## src/shared/asr_regs.vh

```
// Register offsets, field positions, reset values and timing counts for
// the asynchronous serial receiver. Definitions only; included by bare name.
`ifndef ASR_REGS_VH
`define ASR_REGS_VH

// Register byte offsets on APB
`define ASR_CTRL_OFF        8'h00
`define ASR_DIV_OFF         8'h04
`define ASR_STATUS_OFF      8'h08
`define ASR_DATA_OFF        8'h0c
`define ASR_CMD_OFF         8'h10

// Control word fields
`define ASR_CTRL_WLS_LO     0
`define ASR_CTRL_WLS_HI     1
`define ASR_CTRL_PI         2
`define ASR_CTRL_EPE        3
`define ASR_CTRL_SBS        4
`define ASR_CTRL_RESET      5'h00

// Status fields
`define ASR_ST_AVAIL        0
`define ASR_ST_PERR         1
`define ASR_ST_FERR         2
`define ASR_ST_OERR         3
`define ASR_ST_BUSY         4

// Command fields (write-only strobes)
`define ASR_CMD_CLR_AVAIL   0
`define ASR_CMD_MRESET      1

// Timing: 16x sample rate, pclk cycles per 16x period
`define ASR_OVERSAMPLE      16
`define ASR_PCLK_HZ         25000000
`define ASR_BAUD_DEFAULT    9600
`define ASR_DIV_RESET       (`ASR_PCLK_HZ / (`ASR_OVERSAMPLE * `ASR_BAUD_DEFAULT))
`define ASR_CENTRE_TICK     4'd7
`define ASR_PRELOAD_TICK    4'd6

`endif

```

## src/logic/asr_tick_div.v

```verilog
// Divider that makes the 16x sample enable and its mid-period enable.
// Assumes divisor is at least 2; a smaller value is treated as 2.
`timescale 1ns/1ns
`default_nettype none

module asr_tick_div #(
  parameter W = 16
) (
  input  wire         pclk,
  input  wire         presetn,
  input  wire         restart,
  input  wire [W-1:0] divisor,
  output reg          tick,
  output reg          half
);

  reg  [W-1:0] cnt_reg;
  wire [W-1:0] div_eff;
  wire [W-1:0] half_pt;

  // Clamp divisor and find the half-period point
  assign div_eff = (divisor < 2) ? {{(W-2){1'b0}}, 2'b10} : divisor;
  assign half_pt = div_eff >> 1;

  // Free-running count with one-cycle enables
  always @(posedge pclk or negedge presetn)
  begin
    if (!presetn)
    begin
      cnt_reg <= {W{1'b0}};
      tick    <= 1'b0;
      half    <= 1'b0;
    end
    else if (restart)
    begin
      cnt_reg <= {W{1'b0}};
      tick    <= 1'b0;
      half    <= 1'b0;
    end
    else
    begin
      tick <= (cnt_reg == div_eff - 1'b1);
      half <= (cnt_reg == half_pt - 1'b1);
      if (cnt_reg >= div_eff - 1'b1)
        cnt_reg <= {W{1'b0}};
      else
        cnt_reg <= cnt_reg + 1'b1;
    end
  end

endmodule // asr_tick_div

`default_nettype wire

```

## src/logic/asr_receiver.v

```verilog
// Receive half of an asynchronous start-stop serial port with APB registers.
// Assumes line_in_bit and the strobe pins are synchronous to pclk.
//
// Notes on behaviour
// - Idle line high: watch for falling edge
// - Verify start low at centre, else noise
// - Sample every later bit at its centre
// - Length, parity follow control word; stop select unused
// - Assembly register shortened to character length
// - Parity mismatch flag held until next transfer
// - Only first stop checked; low sets framing
// - Transfer to holding sets character available
// - Low clear strobe drops character available
// - Uncleared flag at transfer sets overrun
// - Master reset forces idle, then search
// - Data valid half period before flags
// - Flags updated at first stop centre
// - Character held until next is assembled
// - Frame: low start, parity, high stops
// - Start centre at count seven and half
// - Resume search at first stop centre
// - After break, wait for high level
//
// The register addresses and the APB register port were chosen for this implementation.
`timescale 1ns/1ns
`default_nettype none
`include "asr_regs.vh"

module asr_receiver #(
  parameter DIV_W       = 16,
  parameter DIV_DEFAULT = `ASR_DIV_RESET
) (
  input  wire        pclk,
  input  wire        presetn,
  input  wire        psel,
  input  wire        penable,
  input  wire        pwrite,
  input  wire [7:0]  paddr,
  input  wire [31:0] pwdata,
  output reg  [31:0] prdata,
  output wire        pready,
  output wire        pslverr,
  input  wire        line_in_bit,
  input  wire        master_reset,
  input  wire        char_available_clear_n,
  output wire [7:0]  rx_data,
  output wire        char_available,
  output wire        parity_error,
  output wire        framing_error,
  output wire        overrun_error
);

  ////////////////////////////////////////////////////////////////////////
  // Declarations

  localparam ST_IDLE   = 3'd0;
  localparam ST_START  = 3'd1;
  localparam ST_DATA   = 3'd2;
  localparam ST_PARITY = 3'd3;
  localparam ST_STOP   = 3'd4;
  localparam ST_WAITHI = 3'd5;

  reg  [4:0]       ctrl_reg;
  reg  [DIV_W-1:0] div_reg;
  reg  [2:0]       state_reg;
  reg  [3:0]       tcnt_reg;
  reg  [2:0]       bit_reg;
  reg  [7:0]       shift_reg;
  reg  [7:0]       hold_reg;
  reg              par_acc_reg;
  reg              perr_pend_reg;
  reg              line_prev_reg;
  reg              avail_reg;
  reg              perr_reg;
  reg              ferr_reg;
  reg              oerr_reg;

  wire             tick;
  wire             half;
  wire             apb_wr;
  wire             apb_rd;
  wire             addr_ok;
  wire             cmd_clr;
  wire             cmd_mrst;
  wire             mrst;
  wire             clr_avail;
  wire [2:0]       last_bit;
  wire             par_on;
  wire             centre;
  wire             flag_upd;
  wire             stop_ok;

  ////////////////////////////////////////////////////////////////////////
  // APB slave decode

  // Zero-wait slave; unknown offsets answer with an error
  assign pready  = 1'b1;
  assign addr_ok = (paddr == `ASR_CTRL_OFF) || (paddr == `ASR_DIV_OFF) ||
                   (paddr == `ASR_STATUS_OFF) || (paddr == `ASR_DATA_OFF) ||
                   (paddr == `ASR_CMD_OFF);
  assign pslverr = psel & penable & ~addr_ok;
  assign apb_wr  = psel & penable & pwrite;
  assign apb_rd  = psel & penable & ~pwrite;

  // Command strobes from a write to the command word
  assign cmd_clr  = apb_wr & (paddr == `ASR_CMD_OFF) & pwdata[`ASR_CMD_CLR_AVAIL];
  assign cmd_mrst = apb_wr & (paddr == `ASR_CMD_OFF) & pwdata[`ASR_CMD_MRESET];
  assign mrst     = master_reset | cmd_mrst;
  assign clr_avail = ~char_available_clear_n | cmd_clr;

  // Writable configuration
  always @(posedge pclk or negedge presetn)
  begin
    if (!presetn)
    begin
      ctrl_reg <= `ASR_CTRL_RESET;
      div_reg  <= DIV_DEFAULT[DIV_W-1:0];
    end
    else if (apb_wr)
    begin
      if (paddr == `ASR_CTRL_OFF)
        ctrl_reg <= pwdata[4:0];
      if (paddr == `ASR_DIV_OFF)
        div_reg <= pwdata[DIV_W-1:0];
    end
  end

  // Read mux; reserved bits read zero
  always @*
  begin
    prdata = 32'h0000_0000;
    if (apb_rd)
    begin
      case (paddr)
        `ASR_CTRL_OFF:   prdata[4:0] = ctrl_reg;
        `ASR_DIV_OFF:    prdata[DIV_W-1:0] = div_reg;
        `ASR_STATUS_OFF:
        begin
          prdata[`ASR_ST_AVAIL] = avail_reg;
          prdata[`ASR_ST_PERR]  = perr_reg;
          prdata[`ASR_ST_FERR]  = ferr_reg;
          prdata[`ASR_ST_OERR]  = oerr_reg;
          prdata[`ASR_ST_BUSY]  = (state_reg != ST_IDLE);
        end
        `ASR_DATA_OFF:   prdata[7:0] = hold_reg;
        default:         prdata = 32'h0000_0000;
      endcase
    end
  end

  ////////////////////////////////////////////////////////////////////////
  // Sample clock

  // 16x enable and mid-period enable from pclk
  asr_tick_div #(
    .W (DIV_W)
  ) u_div (
    .pclk    (pclk),
    .presetn (presetn),
    .restart (mrst),
    .divisor (div_reg),
    .tick    (tick),
    .half    (half)
  );

  ////////////////////////////////////////////////////////////////////////
  // Frame decode helpers

  // Last data bit index from word length select
  assign last_bit = {1'b1, ctrl_reg[`ASR_CTRL_WLS_HI], ctrl_reg[`ASR_CTRL_WLS_LO]};
  assign par_on   = ~ctrl_reg[`ASR_CTRL_PI];

  // Bit centre sits half a 16x period after count seven
  assign centre   = half & (tcnt_reg == `ASR_CENTRE_TICK);
  assign stop_ok  = line_in_bit;
  assign flag_upd = centre & (state_reg == ST_STOP);

  ////////////////////////////////////////////////////////////////////////
  // Receive sequencer

  // Line watch, start check, bit sampling and assembly
  always @(posedge pclk or negedge presetn)
  begin
    if (!presetn)
    begin
      state_reg     <= ST_IDLE;
      tcnt_reg      <= 4'h0;
      bit_reg       <= 3'd0;
      shift_reg     <= 8'h00;
      hold_reg      <= 8'h00;
      par_acc_reg   <= 1'b0;
      perr_pend_reg <= 1'b0;
      line_prev_reg <= 1'b1;
    end
    else if (mrst)
    begin
      state_reg     <= ST_IDLE;
      tcnt_reg      <= 4'h0;
      bit_reg       <= 3'd0;
      par_acc_reg   <= 1'b0;
      perr_pend_reg <= 1'b0;
      line_prev_reg <= 1'b1;
    end
    else
    begin
      if (tick)
        line_prev_reg <= line_in_bit;
      if (tick && state_reg != ST_IDLE)
        tcnt_reg <= tcnt_reg + 4'h1;
      case (state_reg)
        ST_IDLE:
        begin
          // High-to-low seen at a 16x tick starts the count
          if (tick && line_prev_reg && !line_in_bit)
          begin
            state_reg <= ST_START;
            tcnt_reg  <= 4'h0;
          end
        end
        ST_START:
        begin
          if (centre)
          begin
            if (!line_in_bit)
            begin
              state_reg   <= ST_DATA;
              bit_reg     <= 3'd0;
              shift_reg   <= 8'h00;
              par_acc_reg <= 1'b0;
            end
            else
              state_reg <= ST_IDLE;
          end
        end
        ST_DATA:
        begin
          if (centre)
          begin
            // Only the configured bits are collected
            shift_reg[bit_reg] <= line_in_bit;
            par_acc_reg        <= par_acc_reg ^ line_in_bit;
            bit_reg            <= bit_reg + 3'd1;
            if (bit_reg == last_bit)
              state_reg <= par_on ? ST_PARITY : ST_STOP;
          end
        end
        ST_PARITY:
        begin
          if (centre)
          begin
            // Even: total ones even; odd: total ones odd
            perr_pend_reg <= ctrl_reg[`ASR_CTRL_EPE] ?
                             (par_acc_reg ^ line_in_bit) :
                             ~(par_acc_reg ^ line_in_bit);
            state_reg     <= ST_STOP;
          end
        end
        ST_STOP:
        begin
          // Holding data moves half a period ahead of the flags
          if (tick && tcnt_reg == `ASR_PRELOAD_TICK)
            hold_reg <= shift_reg;
          if (centre)
          begin
            perr_pend_reg <= 1'b0;
            // Search resumes here; a low stop waits for a mark first
            state_reg <= stop_ok ? ST_IDLE : ST_WAITHI;
            if (!stop_ok)
              line_prev_reg <= 1'b0;
          end
        end
        ST_WAITHI:
        begin
          if (tick && line_in_bit)
            state_reg <= ST_IDLE;
        end
        default:
          state_reg <= ST_IDLE;
      endcase
    end
  end

  ////////////////////////////////////////////////////////////////////////
  // Status flags

  // Set at first stop centre; a set wins over a same-cycle clear
  always @(posedge pclk or negedge presetn)
  begin
    if (!presetn)
    begin
      avail_reg <= 1'b0;
      perr_reg  <= 1'b0;
      ferr_reg  <= 1'b0;
      oerr_reg  <= 1'b0;
    end
    else if (mrst)
    begin
      avail_reg <= 1'b0;
      perr_reg  <= 1'b0;
      ferr_reg  <= 1'b0;
      oerr_reg  <= 1'b0;
    end
    else if (flag_upd)
    begin
      avail_reg <= 1'b1;
      perr_reg  <= par_on & perr_pend_reg;
      ferr_reg  <= ~stop_ok;
      oerr_reg  <= avail_reg & ~clr_avail;
    end
    else if (clr_avail)
      avail_reg <= 1'b0;
  end

  // Outputs straight from registers
  assign rx_data        = hold_reg;
  assign char_available = avail_reg;
  assign parity_error   = perr_reg;
  assign framing_error  = ferr_reg;
  assign overrun_error  = oerr_reg;

endmodule // asr_receiver

`default_nettype wire

```

## config.mk

```make
export PLATFORM = sky130hd
export DESIGN_NAME = asr_receiver
export DESIGN_NICKNAME = d
export VERILOG_FILES = /design/src/logic/asr_tick_div.v /design/src/logic/asr_receiver.v
export VERILOG_INCLUDE_DIRS = /design/src /design/src/shared
export SDC_FILE = /design/constraint.sdc
export NUM_CORES = 1
export LEC_CHECK = 0
export ABC_CLOCK_PERIOD_IN_PS = 3630
export BUFFER_PORTS_ARGS = -buffer_cell sky130_fd_sc_hd__buf_2
export CAP_MARGIN = 10
export CORE_ASPECT_RATIO = 0.9
export CORE_UTILIZATION = 51
export CTS_CLUSTER_SIZE = 40
export DETAILED_ROUTE_END_ITERATION = 7
export GPL_TIMING_DRIVEN = 1
export HOLD_SLACK_MARGIN = 0.08
export PLACE_DENSITY_LB_ADDON = 0.05
export SKIP_CTS_REPAIR_TIMING = 1
export SLEW_MARGIN = 20
export SYNTH_ARGS = -nofsm -noshare
export SYNTH_HDL_FRONTEND = slang
export SYNTH_HIERARCHICAL = 1
export SYNTH_SLANG_ARGS = --single-unit
```

## constraint.sdc

```tcl
create_clock -name pclk -period 3.63 [get_ports pclk]
set_clock_uncertainty 0.05 [all_clocks]
set_input_delay 0.5445 -clock pclk [delete_from_list [all_inputs] [get_ports pclk]]
set_output_delay 0.5445 -clock pclk [all_outputs]
set_load 0.02 [all_outputs]
```

Yosys cells after proc, flatten, opt, wreduce, memory -nomap -nowiden --
Index checks and enable logic that the tools add are counted.
Storage, ports and cells: bits in latches 0, word-level logic and storage cells 160, memory bits (read-only) 0, input bits 48, memories kept 0, flip-flop bits (word level) 72, memory bits (writable) 0
Operators by class: add/sub/neg operators 5, multiply operators 0, equal/unequal tests 25, muxes and demuxes 61, reductions and logical operators 26, divide/modulo/power cells 0, magnitude comparators 4, bitwise operators 22, shift-type cells 0
Operators with widths (number):
- 2-to-1 mux 16 bit | 4
- 2-to-1 mux 3 bit | 14
- equality test 16 bit | 2
- 2-to-1 mux 8 bit | 4
- 2-to-1 mux 1 bit | 25
- inequality test 3 bit, second input constant | 8
- case mux 5 bit (4 select lines) | 1
- case mux 3 bit (6 select lines) | 1
- adder 16 x 1 -> 16 bit, second input constant | 1
- equality test 8 x 4 -> 1 bit, second input constant | 2
- greater-or-equal comparator 16 bit | 1
- less-than comparator 16 x 2 -> 1 bit, second input constant | 1
- 2-to-1 mux 4 bit | 4
- case mux 8 bit (2 select lines) | 1
- subtractor 15 x 1 -> 16 bit, second input constant | 1
- subtractor 16 x 1 -> 16 bit, second input constant | 1
- case mux 3 bit (2 select lines) | 2
- nonzero test 3 bit | 4
- AND 1 bit | 11
- bitwise mux 8 bit | 1
- equality test 4 x 3 -> 1 bit, second input constant | 2
- equality test 8 x 3 -> 1 bit, second input constant | 1
- equality test 8 x 5 -> 1 bit, second input constant | 1
- logical NOT 8 bit | 1
- 25 further kinds | 49

Depth between registers and ports, before layout --
Gate-level depths: netlist of the first run.
word-level depth 9, depth in mapped cells 18, gate-level depth less buffers 16

Modules after synthesis --
Netlist of the first run, hierarchy kept.
By module, submodules not included:
- asr_receiver | area each 3150.5 um^2, instances 1, cells an instance 297, sequential area each 1356.3 um^2
- asr_tick_div | area each 2014.4 um^2, instances 1, cells an instance 235, sequential area each 450.4 um^2

Least setup slack after synthesis of the first run --
Ideal clock, no wire load.
kind register -> register, start point reg div_reg[4], end point reg u_div.cnt_reg[10], arrival 3698 ps, cell stages (with the launch flop) 18, path slack -254 ps, buffers on the path 3, library setup time 136 ps, clock period less this slack 3884 ps, path through dfrtp_1 -> buf_6 -> or4_4 -> buf_6 -> nor2_1 -> a21oi_1 -> ha_1 -> nand2b_1 -> or3_4 -> nand2b_4 -> nor3_2 -> xnor2_1 -> ha_1 -> nand4_1 -> or4_1 -> nand3_1 -> clkbuf_1 -> nor3_1
Between the ends: cells in the longest elaborated chain, start to end 6
Ends and longest elaborated chain:
- start, declared | line asr_receiver.v:64 | reg [DIV_W-1:0] div_reg;
- start signal, assigned | line asr_receiver.v:117 | div_reg <= DIV_DEFAULT[DIV_W-1:0];
- start signal, assigned | line asr_receiver.v:124 | div_reg <= pwdata[DIV_W-1:0];
- less-than comparator 16 x 2 -> 1 bit | line asr_tick_div.v:22 | assign div_eff = (divisor < 2) ? {{(W-2){1'b0}}, 2'b10} : divisor;
- 2-to-1 mux 16 bit * | line asr_tick_div.v:22
- subtractor 16 x 1 -> 16 bit * | line asr_tick_div.v:44 | if (cnt_reg >= div_eff - 1'b1)
- greater-or-equal comparator 16 bit * | line asr_tick_div.v:44
- 2-to-1 mux 16 bit * | line asr_tick_div.v:44
- 2-to-1 mux 16 bit * | line asr_tick_div.v:34 | else if (restart)
- end signal, assigned | line asr_tick_div.v:36 | cnt_reg <= {W{1'b0}};
- end signal, assigned | line asr_tick_div.v:45 | cnt_reg <= {W{1'b0}};
- end signal, assigned | line asr_tick_div.v:47 | cnt_reg <= cnt_reg + 1'b1;
- end, declared | line asr_tick_div.v:17 | reg [W-1:0] cnt_reg;
Mark *: on every way between the ends. The rest lies on a longest branch, timed or not. A chain may end at the register's enable or synchronous reset.

Final worst setup path of the first run --
start point reg div_reg[7], end point reg u_div.cnt_reg[7]
Same word-level chain as after synthesis.

==> results of run 1 <==
==> layout make-up <==
cell class                 instances  area (sq um)
fill                             839          3677
multi-input combinational        421          3231
sequential                        72          1807
timing repair buffer              99         643.1
tap                              126         157.7
clock buffer                      10         137.6
inverter                          12         45.04
clock inverter                     6         43.79
==> placed cells by master (no fill, tap or decap), types with 20 or more instances in the layout <==
| cell type | synthesis | final |
|---|---|---|
| a21oi_1 | 25 | 21 |
| buf_2 | 3 | 60 |
| buf_4 | 19 | 34 |
| dfrtp_1 | 68 | 68 |
| ha_1 | 23 | 21 |
| mux2_2 | 20 | 20 |
| nand2_1 | 27 | 26 |
| nor2_1 | 44 | 41 |
| nor3_1 | 27 | 26 |
| xnor2_1 | 28 | 27 |
==> power groups by stage <==
stage,clock network (W),registers [W],logic (W)
floorplan,0,0.000875,0.000387
global placement,0,0.000904,0.000523
detailed placement,0,0.000904,0.000537
CTS,0.000620,0.000888,0.000540
global route,0.000656,0.000895,0.000667
finish,0.000599,0.000888,0.000602
==> cells by family after synthesis <==
logic type                 count (synthesis)  synth area share
muxes                                     37           0.09593
adders and majority gates                 23           0.05572
xor gates and xnor gates                  47           0.07970
and+or+nand+nor                          201            0.2326
other                                      2          0.001454
AOI/OAI and AO/OA                         96            0.1267
buffers and inverters                     54           0.05814
DFF                                       72            0.3498
==> stage by stage <==
stage	total power, W	hold WS, ps	worst slack (ps)	instance area [sq um]
floorplan	0.001263	198.9	29.17	5249
global placement	0.001427	427.5	30.27	5703
detailed placement	0.001441	433.1	-33.15	5703
CTS	0.002048	142.8	-79.32	5884
global route	0.002219	161.5	-127.3	6065
finish	0.002090	143.0	-16.74	6065
==> worst paths after layout <==
path                                                   end  cells after the start  slack, ps
worst max-delay path            u_div/cnt_reg[7]$_DFF_PN0_                     16        -20
worst min-delay path                rx_data[4]$_DFFE_PN0P_                      1        140
worst max register to register  u_div/cnt_reg[7]$_DFF_PN0_                     16        -20
worst min register to register    shift_reg[2]$_DFFE_PN0P_                      2        450
max in group asynchronous           div_reg[5]$_DFFE_PN1P_                      2       2560
min in group pclk                  div_reg[14]$_DFFE_PN0P_                      2        370
==> metal layers <==
metal	track usage	vias to the layer above	wire (um)
met3	0.03756	12	717
met5	0	-	0
met4	0.05796	0	131
li1	-	2079	-
met2	0.3797	150	5668
met1	0.4114	2135	6805
==> worst max-delay path, stage by stage, from the launching register on <==
cell and delay (ps):
dfstp_2 630, or4_4 170, nor2_4 40, a21oi_4 170
ha_2 200, nand2b_1 110, or3_4 350, nand2b_4 170
buf_6 150, nor2_4 100, xnor2_1 70, ha_1 290
nand4_1 130, or4_4 570, nand3_4 130, clkbuf_16 160
nor3_1 50
==> results.md, run 1 <==
- Post-Syn Instances: around 530
- H-Tree Depth: 3
- Num CTS Buffers: 9
- CP startpoint: div_reg[7]$_DFFE_PN1P_
- Int Power: roughly 0.0014 W
- Fraction of layout cells with a size suffix above 1: 0.3113
- Number of port buffers: 60
- Vias in the first global route: 4024
- Worst vdd ir: approximately 0.18 mV
- Endpoint type of the worst setup path: flip-flop
- Async SR Flop Fraction: 1.000
- Initial Utilization: 0.5302
- Failing checks: negative setup slack
- Synth-to-Final Area Change: 17.42%
- Combinational Power Share: 0.288
- HPWL after detailed placement: 9918 um
- Initial antenna violation count: 0
- Lkg Pwr: 2.850 nW
- Critical Path AT: around 3800 ps
- TritonCTS clock tree: done
- Clk sinks: just over 70
- I/O pin total: 94
- Sequential element share of the synthesized area: 0.3498
- Switching Share: 0.3384
- Yosys top cell by area: dfrtp_1
- Max-cap violations: 0
- Global-route total usage across every layer: 0.2626
- Std cell rows: 34
- Detail Route Antenna Nets: 0
- Share of the synthesized area in the top cell type: 0.3295
- Required @ worst endpoint: between 3000 and 4000 ps
- DP Cell Count: just over 700
- Endpoints failing setup: 9
- P_sw: about 0.00071 W
- Avg Inst Size Synth: just under 10 sq um
- Pre-Repair DR Iteration Count: 4
- GR Overflow Total: 0
- Max Fanout on Critical Path: 8
- DR iter-0 viols: about 350
- RSZ-0062 raised after global routing: yes
- Core ar.: roughly 9700 sq um
- Seq pwr share: 0.425
- Final Cycle Share: 1.005
- Clock transition at path regs: approximately 90 ps
- Register bit count reported by yosys: 72
- DR vias: approximately 4.4k
- Die span in y: between 90 and 100 um
- Setup TNS: -104.5 ps
- Top-count cell post-synth: dfrtp_1
- Slew headroom: 0.4520
- Final WS setup: -16.74 ps
- Worst-Skew Late Latency: between 300 and 400 ps
- Number of synthesized flops with an enable pin: 0
- Routed WL: around 13000 um
- Power per cell area: roughly 340 nW/um^2
- Die area: between 10000 and 15000 sq um
- Final Hold Fails: 0
- Clock root buffer: clkbuf_8
- Clk buf depth: 2
- Nets: 686
- Max Slew Vio Count: 0
- # diodes: 0
- Least-Margin Pin Slew: between 800 and 900 ps
- Fmax: roughly 0.27 GHz
- Top cells by area, synth: dfrtp_1 33%, ha_1 5.6%, xnor2_1 4.7%, mux2_2 4.4%, xor2_1 3.2%
- FF-to-FF Start: div_reg[7]$_DFFE_PN1P_
- Wirelength per Cell: approximately 18 um
- Vias/cell: ~6
- DRC: 0
- Hold Path Class: primary input to async pin
- Post-layout minimum cycle time: around 3600 ps
- Status: complete, but fails checks
- Crit path kind: flip-flop to flip-flop
- Clock Power Share: 0.287
- GP Congestion: around 0.91
- Fin cells: 746
- Synth unique cells: 70
- Die width: between 100 and 150 um
- CP startpoint kind: flip-flop
- Utilization after layout: 0.6225
- Ys flop type: dfrtp_1
- Syn. warnings: 6
- Post-Syn Area: between 5000 and 6000 sq um
- Largest net degree at the start of global routing: 29
- Commonest cells in the netlist: 68 x dfrtp_1, 44 x nor2_1, 28 x xnor2_1
- First-pass GRT wire length: roughly 21000 um
Power figures use the tool's default switching activity.
==> inputs of run 2 (changes only) <==
--- a/config.mk
+++ b/config.mk
@@ -16,7 +16,7 @@
 export GPL_TIMING_DRIVEN = 1
 export HOLD_SLACK_MARGIN = 0.08
 export PLACE_DENSITY_LB_ADDON = 0.05
-export SKIP_CTS_REPAIR_TIMING = 1
+export SKIP_LAST_GASP = 1
 export SLEW_MARGIN = 20
 export SYNTH_ARGS = -nofsm -noshare
 export SYNTH_HDL_FRONTEND = slang
==> run 2 against run 1 <==
Against the previous run:
- sequential cell count is the same
- via count is essentially flat
- utilization is the same
- global-route usage is the same
- hold slack is essentially flat
- design area is the same
- highest routed layer unchanged
- register-to-register slack is essentially flat
- wire length is essentially flat
- clock-buffer cell count is the same
- the flow still finishes with violations (negative setup slack)
- combinational power is essentially flat
- maximum frequency is essentially flat
==> results.md, run 2 (synthesized netlist as in run 1, its figures left out) <==
- H-Tree Depth: 3 (unchanged)
- Hold slack: 142.6 ps (-0.4050 ps)
- Post-layout minimum cycle time: 3647 ps (+0.7359 ps)
- Crit path depth: 16 (unchanged)
- Leading cell type in the layout, fill and taps excluded: dfrtp_1
- Endpoints failing setup: 9 (unchanged)
- Least-Margin Pin Slew: 837.6 ps (+21.86 ps)
- # diodes: 0 (unchanged)
- I/O pin total: 94 (unchanged)
- RSZ-0062 raised after global routing: yes
- DR vias: 4379 (+0.069%)
- Multi-input gate area: 3231 sq um (unchanged)
- CP cell instances: or4_4 > nor2_4 > a21oi_4 > ha_2 > nand2b_1 > or3_4 > nand2b_4 > buf_6 > nor2_4 > xnor2_1 > ha_1 > nand4_1 > or4_4 > nand3_4 > clkbuf_16 > nor3_1
- Initial Utilization: 0.5302 (unchanged)
- Status: complete, but fails checks
- Final Hold Fails: 0 (unchanged)
- Wirelength per Cell: 17.86 um (about the same)
- Commonest non-fill, non-tap cells in the layout: 68 x dfrtp_1, 60 x buf_2, 41 x nor2_1
- Vias in the first global route: 4026 (+0.050%)
- Critical Path AT: 3840 ps (about the same)
- Max Slew Vio Count: 0 (unchanged)
- Die span in y: 97.47 um (unchanged)
- Num CTS Buffers: 9 (unchanged)
- Clock root buffer: clkbuf_8
- Detail Route Antenna Nets: 0 (unchanged)
- DRC: 0 (unchanged)
- Nets: 686 (unchanged)
- Top delay family on crit path: simple AND/OR/NAND/NOR gates
- Slowest stage cell, crit path: dfstp_2
- Clock transition at path regs: 90 ps (about the same)
- FF-to-FF End: u_div/cnt_reg[7]$_DFF_PN0_
- Vias/cell: 5.870 (about the same)
- Std cell rows: 34 (unchanged)
- Clk buf depth: 2 (unchanged)
- Flop-to-flop setup slack: -20 ps (about the same)
- Crit path kind: flip-flop to flip-flop
- Register area: 1807 sq um (unchanged)
- Final WS setup: -17.47 ps (-0.7359 ps)
- Fraction of layout cells with a size suffix above 1: 0.3113 (unchanged)
- Core ar.: 9742 sq um (unchanged)
- Global-route total usage across every layer: 0.2626 (unchanged)
- Pwr Total: 0.002095 W (+0.25%)
- Endpoint type of the worst setup path: flip-flop
- Hold Path Class: primary input to async pin
- Required @ worst endpoint: 3820 ps (about the same)
- CP startpoint kind: flip-flop
- FF-to-FF path depth: 16 (unchanged)
- Fmax: 0.2742 GHz (about the same)
- Worst-Skew Late Latency: 350 ps (about the same)
- Worst vdd ir: 0.1816 mV (+1.1%)
- Largest net degree at the start of global routing: 29 (unchanged)
- TritonCTS clock tree: done
- DR iter-0 viols: 292 (-15%)
- WP buf/inv: 2 (unchanged)
- GP Congestion: 0.9138 (unchanged)
- Pre-Repair DR Iteration Count: 4 (unchanged)
- GR Overflow Total: 0 (unchanged)
- Number of port buffers: 60 (unchanged)
- FF-to-FF Start: div_reg[7]$_DFFE_PN1P_
- Power per cell area: 345.4 nW/um^2 (+0.25%)
- First-pass GRT wire length: 21400 um (unchanged)
- # fillers: 839 (unchanged)
- Clk sinks: 72 (unchanged)
- Synth-to-Final Area Change: 17.42% (unchanged)
- Max incr delay on CP: 630 ps (about the same)
- Failing checks: negative setup slack
- Final Cycle Share: 1.005 (about the same)
- Initial antenna violation count: 0 (unchanged)
- Max-cap violations: 0 (unchanged)
- Setup TNS: -113.6 ps (-9.144 ps)
- Slew headroom: 0.4373 (-0.01469)
- Die width: 108.1 um (unchanged)
- Max Fanout on Critical Path: 8 (unchanged)
- HPWL after detailed placement: 9918 um (unchanged)
- Lkg Pwr: 2.851 nW (about the same)
- Routed WL: 13320 um (about the same)
- Die area: 10530 sq um (unchanged)
[run 2: worst max path at each step]
stage               slack, ps                    from                         end
finish                    -20  div_reg[7]$_DFFE_PN1P_  u_div/cnt_reg[7]$_DFF_PN0_
global route             -130  div_reg[9]$_DFFE_PN0P_  u_div/cnt_reg[1]$_DFF_PN0_
CTS                        -9  div_reg[7]$_DFFE_PN1P_  u_div/cnt_reg[1]$_DFF_PN0_
detailed placement        -30  div_reg[7]$_DFFE_PN1P_  u_div/cnt_reg[1]$_DFF_PN0_
global placement           30  div_reg[7]$_DFFE_PN1P_  u_div/cnt_reg[0]$_DFF_PN0_
floorplan                  30  div_reg[4]$_DFFE_PN0P_  u_div/cnt_reg[6]$_DFF_PN0_
[run 2: per-stage QoR]
stage / setup slack [ps] / util / instances / area [sq um]
finish: -17.47 / 0.6225 / 746 / 6065
global placement: 30.27 / 0.5854 / 723 / 5703
detailed placement: -33.15 / 0.5854 / 723 / 5703
CTS: -8.779 / 0.6048 / 739 / 5892
global route: -127.8 / 0.6225 / 746 / 6065
floorplan: 29.17 / - / 547 / 5249
[run 2: power breakdown]
part           total, W  switching [W]  leakage [nW]  internal [W]
clock          0.000601       0.000332        0.0926      0.000269
sequential     0.000888      0.0000581         0.983      0.000830
combinational  0.000605       0.000322          1.78      0.000283
[run 2: area by class of cell]
type | count | area share
well taps | 126 | 0.02600
flip-flops and latches | 72 | 0.2979
inverters | 12 | 0.007427
repair buffers | 99 | 0.1060
multi-input cells | 421 | 0.5327
clock inverters | 6 | 0.007221
clock buffers | 10 | 0.02269
[run 2: timing repair]
item	4_1_cts	5_1_grt
endpoints found under the setup margin	16	17
hold buffers	0	0
pin swaps	0	9
gates resized for setup	2	24
cloned	0	1
buffers inserted	0	6
[run 2: per-layer routing]
layer	vias to the layer above	part of all wire	global-route usage
met1	2154	0.52	0.4109
met4	0	0.0098	0.05796
met3	12	0.045	0.03756
met5	-	0	0
li1	2080	-	-
met2	133	0.43	0.3802
